File: src/logic/gip_regs.svh
// constants for the attribute propagation block and its per-port store
// assumes one bridge clock; included by the package and the modules
`ifndef GIP_REGS_SVH
`define GIP_REGS_SVH

`define GIP_N_PORTS       4
`define GIP_TYPE_W        1
`define GIP_VAL_W         4
`define GIP_CTX_BASE      8'h00
`define GIP_CTX_W         8
`define GIP_FLAG_RST      1'b0

`endif

File: src/logic/gip_pkg.sv
// types shared by the propagation block and the per-port store
// assumes gip_regs.svh holds the numeric constants
`include "gip_regs.svh"

package gip_pkg;

    // declaration state per attribute
    typedef enum logic [1:0] {
        GIP_APP_OBSERVER,
        GIP_APP_ACTIVE,
        GIP_APP_LEAVING
    } gip_app_state_t;

    // registration state per attribute
    typedef enum logic {
        GIP_REG_EMPTY,
        GIP_REG_IN
    } gip_reg_state_t;

    // propagation sequencer
    typedef enum logic {
        GIP_S_IDLE,
        GIP_S_SCAN
    } gip_fsm_t;

endpackage : gip_pkg

File: src/logic/gip_gid.sv
// per-port declaration and registration store
// assumes requests and received events are synchronous to sys_clk_i
`timescale 1ns/1ps
`include "gip_regs.svh"

module gip_gid #(
    parameter int TYPE_W = `GIP_TYPE_W,
    parameter int VAL_W  = `GIP_VAL_W
) (
    input  wire logic              sys_clk_i,     // bridge clock
    input  wire logic              rst_n_i,       // async reset, low
    input  wire logic              prop_valid_i,  // propagation request
    input  wire logic              prop_join_i,   // 1 join, 0 leave
    input  wire logic [TYPE_W+VAL_W-1:0] prop_attr_i, // type and value
    input  wire logic              app_valid_i,   // application request
    input  wire logic              app_join_i,    // 1 join, 0 leave
    input  wire logic [TYPE_W+VAL_W-1:0] app_attr_i,  // type and value
    output logic                   app_ready_o,   // application taken
    input  wire logic              rx_valid_i,    // received event
    input  wire logic              rx_join_i,     // 1 register, 0 deregister
    input  wire logic [TYPE_W+VAL_W-1:0] rx_attr_i,   // type and value
    output logic                   rx_ready_o,    // received event taken
    output logic                   ind_valid_o,   // indication pending
    output logic                   ind_join_o,    // 1 join, 0 leave
    output logic [TYPE_W+VAL_W-1:0] ind_attr_o,   // type and value
    input  wire logic              ind_ready_i,   // indication consumed
    input  wire logic [TYPE_W+VAL_W-1:0] q_attr_i, // state query index
    output gip_pkg::gip_app_state_t q_app_o,      // applicant state
    output gip_pkg::gip_reg_state_t q_reg_o       // registrar state
);

    localparam int AW = TYPE_W + VAL_W;
    localparam int NA = 1 << AW;

    gip_pkg::gip_app_state_t app_st_reg [0:NA-1];
    gip_pkg::gip_reg_state_t reg_st_reg [0:NA-1];
    logic                    req_valid;
    logic                    req_join;
    logic [AW-1:0]           req_attr;
    logic                    rx_take;

    // propagation wins, application waits while a propagation request is valid
    assign app_ready_o = !prop_valid_i;
    assign req_valid   = prop_valid_i || app_valid_i;
    assign req_join    = prop_valid_i ? prop_join_i : app_join_i;
    assign req_attr    = prop_valid_i ? prop_attr_i : app_attr_i;
    assign rx_ready_o  = !ind_valid_o;
    assign rx_take     = rx_valid_i && !ind_valid_o;

    // applicant step on each request
    always_ff @(posedge sys_clk_i or negedge rst_n_i) begin
        if (!rst_n_i) begin
            for (int i = 0; i < NA; i++) begin
                app_st_reg[i] <= gip_pkg::GIP_APP_OBSERVER;
            end
        end else if (req_valid) begin
            if (req_join) begin
                app_st_reg[req_attr] <= gip_pkg::GIP_APP_ACTIVE;
            end else if (app_st_reg[req_attr] == gip_pkg::GIP_APP_ACTIVE) begin
                app_st_reg[req_attr] <= gip_pkg::GIP_APP_LEAVING;
            end
        end
    end

    // registrar step on received events
    always_ff @(posedge sys_clk_i or negedge rst_n_i) begin
        if (!rst_n_i) begin
            for (int i = 0; i < NA; i++) begin
                reg_st_reg[i] <= gip_pkg::GIP_REG_EMPTY;
            end
        end else if (rx_take) begin
            reg_st_reg[rx_attr_i] <= rx_join_i ? gip_pkg::GIP_REG_IN
                                               : gip_pkg::GIP_REG_EMPTY;
        end
    end

    // indication raised on a registrar change, held until consumed
    always_ff @(posedge sys_clk_i or negedge rst_n_i) begin
        if (!rst_n_i) begin
            ind_valid_o <= 1'b0;
            ind_join_o  <= 1'b0;
            ind_attr_o  <= '0;
        end else if (rx_take && ((reg_st_reg[rx_attr_i] == gip_pkg::GIP_REG_IN) != rx_join_i)) begin
            ind_valid_o <= 1'b1;
            ind_join_o  <= rx_join_i;
            ind_attr_o  <= rx_attr_i;
        end else if (ind_ready_i) begin
            ind_valid_o <= 1'b0;
        end
    end

    // state readback
    always_ff @(posedge sys_clk_i or negedge rst_n_i) begin
        if (!rst_n_i) begin
            q_app_o <= gip_pkg::GIP_APP_OBSERVER;
            q_reg_o <= gip_pkg::GIP_REG_EMPTY;
        end else begin
            q_app_o <= app_st_reg[q_attr_i];
            q_reg_o <= reg_st_reg[q_attr_i];
        end
    end

endmodule : gip_gid

File: config.mk
export PLATFORM = sky130hd
export DESIGN_NAME = gip_gid
export DESIGN_NICKNAME = d
export VERILOG_FILES = /design/src/logic/gip_pkg.sv /design/src/logic/gip_gid.sv
export VERILOG_INCLUDE_DIRS = /design/src /design/src/logic
export SDC_FILE = /design/constraint.sdc
export NUM_CORES = 1
export LEC_CHECK = 0
export ABC_AREA = 1
export BUFFER_PORTS_ARGS = -buffer_cell sky130_fd_sc_hd__buf_2
export CAP_MARGIN = 25
export CORE_UTILIZATION = 44
export CTS_BUF_LIST = sky130_fd_sc_hd__clkbuf_4
export DETAILED_ROUTE_END_ITERATION = 7
export SLEW_MARGIN = 20
export SYNTH_ARGS = -nofsm -noshare
export SYNTH_HDL_FRONTEND = slang
export SYNTH_SLANG_ARGS = --single-unit
File: constraint.sdc
create_clock -name sys_clk_i -period 1.4 [get_ports sys_clk_i]
set_input_delay 0.07 -clock sys_clk_i [delete_from_list [all_inputs] [get_ports sys_clk_i]]
set_output_delay 0.07 -clock sys_clk_i [all_outputs]
set_load 0.05 [all_outputs]
==> results of run 1 <==
power breakdown:
| part | internal, mW | switching [mW] |
|---|---|---|
| registers | 3.88 | 0.585 |
| logic | 2.27 | 2.69 |
| clock network | 0.757 | 1.17 |
| total | 6.91 | 4.45 |
cell type report:
class                   instances  area share (%)
multi-input cells             740            41.9
flip-flops and latches        106            28.3
repair buffers                253            23.3
well taps                     184            2.45
inverters                      50            2.12
clock inverters                 7            1.17
clock buffers                   9           0.720
diodes                          1          0.0267
layout by cell type, fill, tap and decap left out, types with 3 or more instances in the layout:
cell,n
buf_12,21
a22oi_2,6
nand2_8,4
a31oi_1,33
o21ai_2,7
nor3_2,6
buf_6,7
nand3_2,22
nor2_4,4
o221ai_1,10
a21oi_1,40
o211ai_1,18
nand2_2,17
buf_2,38
clkbuf_4,9
nor2_1,86
clkbuf_16,3
nand4_1,64
inv_6,3
nand3_4,4
dfrtp_1,105
dlygate4sd3_1,11
buf_4,171
inv_2,10
inv_1,38
nand2_1,297
o21ai_0,44
nand2_4,5
o21ai_1,9
nand3_1,44
synth_stat cells:
| master | count |
|---|---|
| o221ai_1 | 11 |
| buf_6 | 9 |
| nor3_1 | 4 |
| clkbuf_1 | 36 |
| dfrtp_1 | 106 |
| nor2_1 | 91 |
| inv_2 | 7 |
| nand4_1 | 64 |
| nand2_2 | 2 |
| or2_2 | 2 |
| a31oi_1 | 33 |
| a21oi_1 | 42 |
| buf_2 | 12 |
| nor3_2 | 6 |
| inv_1 | 43 |
| o21ai_0 | 54 |
| o211ai_1 | 18 |
| a22oi_1 | 8 |
| nand2_4 | 3 |
| o21ai_1 | 6 |
| a32oi_1 | 2 |
| or2_1 | 1 |
| o22ai_1 | 3 |
| buf_1 | 7 |
| nand2_1 | 317 |
| o21ai_2 | 2 |
| nand3_1 | 70 |
cells by family after synthesis:
logic type / count (synthesis)
AOI/OAI and AO/OA: 179
DFF: 106
and+or+nand+nor: 560
buffers and inverters: 114
per-layer routing:
layer	track usage (%)	up-vias	routed length, um
li1	-	3696	-
met1	41.9	3574	10200
met2	44.8	305	10400
met3	5.86	37	1790
met4	6.67	0	342
met5	0	-	0
per-stage QoR:
step	TNS, ns	hold slack [ns]	area [um2]
CTS	-20.21	0.0802	9040
global placement	-42.73	-0.0303	8640
global route	-32.30	0.0733	9380
finish	-23.76	0.0898	9380
detailed placement	-44.43	-0.0300	8640
floorplan	-17.80	-0.226	6930
what timing repair did:
| item | CTS | global route |
|---|---|---|
| setup buffers | 1 | 8 |
| hold endpoints to repair | 117 | 0 |
| cloned | 0 | 6 |
| resized for setup | 32 | 47 |
| pin swaps | 15 | 41 |
| endpoints found under the setup margin | 74 | 75 |
| hold buffers | 11 | 0 |
critical path, delay by kind of cell, from the launching register on:
kind	cells	cell delay (ns)
and+or+nand+nor	12	1.00
DFF	1	0.43
buffers and inverters	2	0.29
path summary, 6_finish.rpt:
kind	endpoint	startpoint	slack (ns)
hold reg to reg	flop	flop	0.53
hold / removal	reg_st_reg[28]	rx_valid_i	0.09
setup / recovery	flop	flop	-0.41
max in group asynchronous	async pin	rst_n_i	0.18
setup reg to reg	flop	flop	-0.41
min in group asynchronous	async pin	rst_n_i	0.10
==> flow_summary.toml, run 1 <==
[placed_design]
place_congestion = 0.904
dp_hpwl_mm = 15.7
place_ws_ns = -0.677
port-buffer-count = 40
dp.cells = 1309

[outcome]
outcome = "finished with violations"
violations = "design-rule violations, negative setup slack"

[setup_path]
cp.required_ns = 1.81
cp_cell_sequence = "nand2_1 > nand2_1 > nand2_1 > nand3_2 > nand2_1 > nand2_1 > nor2_1 > nand2_1 > nand2_2 > nand2_8 > buf_12 > buf_6 > nand4_1 > nand2_1"
worst_path_max_delay_cell = "dfrtp_1"
path_common_cell = "nand2_1"
r2r_cells = 14
worst_setup_path_start_kind = "flop"
critPathKind = "flop to flop"
cpPeakStageDelay_ns = 0.43
cp_max_fo = 7
cp-end-kind = "flop"
crit_arrival_ns = 2.22

[grt]
grt_max_degree = 41
grt_overflow_total = 0
grt_pass1_wl_mm = 36.2
antenna_found_initial = 1
grt_usage_pct = 29.0
grt_pass1_vias = 7051

[yosys]
synth_top_cell_area_share_pct = 39.9
yosysWarnings = 0
yosysSeqAreaShare_pct = 39.9
synth_seq_cells = 106
synthCells = 959
synth-compound-area-share_pct = 16.0
synth_mux_area_share_pct = 0
syn_avg_cell_area_um2 = 6.94
yosysTopAreaCell = "dfrtp_1"
synth_top_family_by_area = "simple AND/OR/NAND/NOR gates"
synth_nets = 988
ys_top_cells_by_area = "dfrtp_1 (40%), nand2_1 (18%), nand4_1 (6.0%), nand3_1 (5.3%), nor2_1 (5.1%)"
synth-simple-area-share_pct = 36.5
synth-xor-area-share_pct = 0
synthAdderAreaFrac_pct = 0
synth.distinct_cells = 27
synth_area_um2 = 6650

[detailed_routing]
routed_wl_mm = 22.8
vias = 7612
drtPass1Iterations = 7
antenna_left = 0
dr.first_iter.drc_count = 629
vias_per_cell = 5.64
drc = 4
wire_per_inst_um = 16.9

[clock_tree]
numCtsBuffers = 9
cts_max_path_buffers = 2
cts_root_buf = "clkbuf_4"
cts_tree = "built"
insertion_delay_ns = 0.51
clock_sinks = 106
h-tree-depth = 3
clk_pin_slew_ns = 0.16

[final_layout]
layout.nets = 1189
area_growth_pct = 41.0
nFillCells = 1345
post_route_cells_drive_above_1_share_pct = 30.7
utilization_pct = 64.0
fin_cells = 1350
register_area_um2 = 2650
multi_input_comb_area_um2 = 3930

[timing]
fin_ws_ns = -0.414
finalSetupViolCount = 72
period_minus_slack_ns = 1.81
relSlewSlack_pct = 53.0
fin_crit_sh_pct = 130
hold_viol_final = 0
fin_skew_ns = 0.0238
rsz0062_at_grt = "yes"
drv_slew = 0
worst_pin_slew_ns = 0.702
timing.fmax_mhz = 551

[die]
die_h_um = 125
io_pins = 41
die_width_um = 125
core_region_area_um2 = 14600
die-area_um2 = 15600
floorplan.initialDensity_pct = 45.4
rows = 44

[power_and_ir_drop]
power_density_nw_per_um2 = 1210
power_mw = 11.4
leakagePower_nw = 4.60
vdd_drop_max_mv = 0.671

[flow_run]
cap_violations = 0

[worst_hold_path]
whs_path_depth = 6
hold_path.class = "input pin to flop"
Note: power is estimated with default switching activity, not from simulation.
==> inputs of run 2 (changes only) <==
--- a/config.mk
+++ b/config.mk
@@ -6,12 +6,12 @@
 export SDC_FILE = /design/constraint.sdc
 export NUM_CORES = 1
 export LEC_CHECK = 0
-export ABC_AREA = 1
 export BUFFER_PORTS_ARGS = -buffer_cell sky130_fd_sc_hd__buf_2
 export CAP_MARGIN = 25
 export CORE_UTILIZATION = 44
 export CTS_BUF_LIST = sky130_fd_sc_hd__clkbuf_4
 export DETAILED_ROUTE_END_ITERATION = 7
+export GPL_TIMING_DRIVEN = 0
 export SLEW_MARGIN = 20
 export SYNTH_ARGS = -nofsm -noshare
 export SYNTH_HDL_FRONTEND = slang
==> flow_summary.toml, run 2 <==
[die]
io_pins = 41
floorplan.initialDensity_pct = 45.8
die_h_um = 123
die_width_um = 123
core_region_area_um2 = 14100
die-area_um2 = 15200
rows = 43

[yosys]
synthArstFlopShare_pct = 100
synth-edff-count = 0
synthCells = 604
synth-xor-area-share_pct = 0.136
synth.distinct_cells = 55
synth_most_common_cell = "dfrtp_1"
synth_top_cell_area_share_pct = 41.1
synth_seq_cells = 106
syn_avg_cell_area_um2 = 10.7
ys_top_cells_by_area = "dfrtp_1 (41%), mux4_2 (14%), mux2_2 (7.3%), a21oi_1 (3.4%), a31oi_1 (3.1%)"
synth_area_um2 = 6460
synth_mux_area_share_pct = 23.7
synthFlopType = "dfrtp_1"
synthAdderAreaFrac_pct = 0
yosys-top-cells-count = "dfrtp_1 (106), nor2_1 (45), a21oi_1 (44), nand2_1 (43), mux2_2 (42)"
synth_top_family_by_area = "multiplexers"
yosysWarnings = 0
synth-compound-area-share_pct = 19.1
synth_nets = 633
synth-simple-area-share_pct = 12.5
yosysTopAreaCell = "dfrtp_1"
yosysSeqAreaShare_pct = 41.1

[grt]
grt_pass1_vias = 5830
grt_overflow_total = 0
antenna_found_initial = 1
grt_max_degree = 66
grt_usage_pct = 29.7
grt_pass1_wl_mm = 32.9

[clock_tree]
cts_max_path_buffers = 2
h-tree-depth = 3
cts_tree = "built"
cts_root_buf = "clkbuf_4"
insertion_delay_ns = 0.50
clock_sinks = 106
numCtsBuffers = 9
clk_pin_slew_ns = 0.16

[setup_path]
crit_family = "simple AND/OR/NAND/NOR gates"
cp_cell_sequence = "and2_1 > a32oi_1 > a41oi_2 > nor4_4 > o211ai_1 > or2_1 > buf_6 > o31ai_2"
cp_max_fo = 7
crit_arrival_ns = 2.87
cpPeakStageDelay_ns = 0.45
cp-end-kind = "flop"
r2r_cells = 8
worst_setup_path_start_kind = "flop"
worst_path_max_delay_cell = "nor4_4"
cp.required_ns = 1.82
cp.depth = 8
path_buf_inv = 1
critPathKind = "flop to flop"

[timing]
finalSetupViolCount = 107
fin_skew_ns = 0.0226
hold_viol_final = 0
drv_slew = 0
period_minus_slack_ns = 2.45
timing.fmax_mhz = 409
fin_ws_ns = -1.05
fin_crit_sh_pct = 175
fin_hold_ws_ns = 0.101
worst_pin_slew_ns = 0.905
rsz0062_at_grt = "yes"
relSlewSlack_pct = 39.0

[final_layout]
post_route_cells_drive_above_1_share_pct = 40.9
layout_common_cells = "dfrtp_1 (104), mux4_2 (40), nand2_1 (39), a21oi_1 (34)"
layout.nets = 716
postLayoutCellArea_um2 = 8190
final_common_cell = "dfrtp_1"
area_growth_pct = 26.8
fin_cells = 871

[placed_design]
dp_hpwl_mm = 14.6
place_congestion = 1.03
port-buffer-count = 30
dpl-instance-area_um2 = 7190
dp.cells = 816
place_ws_ns = -1.69

[outcome]
violations = "negative setup slack"
outcome = "finished with violations"

[power_and_ir_drop]
vdd_drop_max_mv = 0.573
leakagePower_nw = 3.32
power_density_nw_per_um2 = 1280
power_mw = 10.5

[detailed_routing]
wire_per_inst_um = 24.1
dr.first_iter.drc_count = 542
drc = 0
routed_wl_mm = 21.0
vias_per_cell = 6.52
antenna_left = 0
vias = 5682
drtPass1Iterations = 5

[worst_hold_path]
hold_path.class = "input pin to flop"
whs_path_depth = 2

[flow_run]
cap_violations = 0
run 2: cell families after synthesis:
kind of cell,after synthesis
AND/OR/NAND/NOR,154
flip-flops,106
buffers and inverters,55
multiplexers,98
AO/OA/AOI/OAI,190
XOR/XNOR,1
run 2: final timing paths:
| check | from | end | slack [ns] |
|---|---|---|---|
| max | flop | flop | -1.05 |
| max in group asynchronous | rst_n_i | async pin | 0.61 |
| min | rx_attr_i[2] | ind_attr_o[2] | 0.10 |
| min reg2reg | ind_attr_o[4] | ind_attr_o[4] | 0.52 |
| min in group asynchronous | rst_n_i | async pin | 0.12 |
| max reg2reg | flop | flop | -1.05 |
run 2: cell type report:
| type | count | area [um2] |
|---|---|---|
| Buffer | 45 | 274 |
| Clock buffer | 10 | 75.1 |
| Antenna cell | 1 | 2.50 |
| Fill cell | 1181 | 5910 |
| Tap cell | 180 | 225 |
| Sequential cell | 106 | 2660 |
| Multi-Input combinational cell | 443 | 4260 |
| Timing Repair Buffer | 74 | 594 |
| Clock inverter | 4 | 68.8 |
| Inverter | 8 | 33.8 |
run 2: power by group:
part,leakage (nW),internal [mW],total (mW),switching [mW]
Combinational,1.88,2.06,4.16,2.11
Clock,0.0798,0.718,1.72,1.00
Sequential,1.35,3.88,4.58,0.698
run 2: routing by layer:
metal / share of wire (%) / wire length, um / global-route usage, % / up-vias
met5: 0 / 0 / 0 / -
li1: - / - / - / 2505
met1: 38 / 8020 / 35.7 / 2835
met2: 49 / 10300 / 49.1 / 264
met3: 6.4 / 1340 / 6.18 / 78
met4: 6.2 / 1300 / 17.7 / 0
run 2: through the flow:
step           setup TNS, ns  utilization [%]
6_report              -66.99             58.1
5_1_grt               -74.58             58.1
4_1_cts               -66.69             56.1
3_5_place_dp         -116.88             51.0
3_3_place_gp         -215.00             50.8
2_1_floorplan         -59.74                -
run 2: timing repair:
action	CTS	global route
cloned	1	0
hold buffers	3	0
pin swaps	36	32
endpoints found under the hold margin	68	0
resized for setup	81	53
setup buffers	31	11
endpoints found under the setup margin	107	105
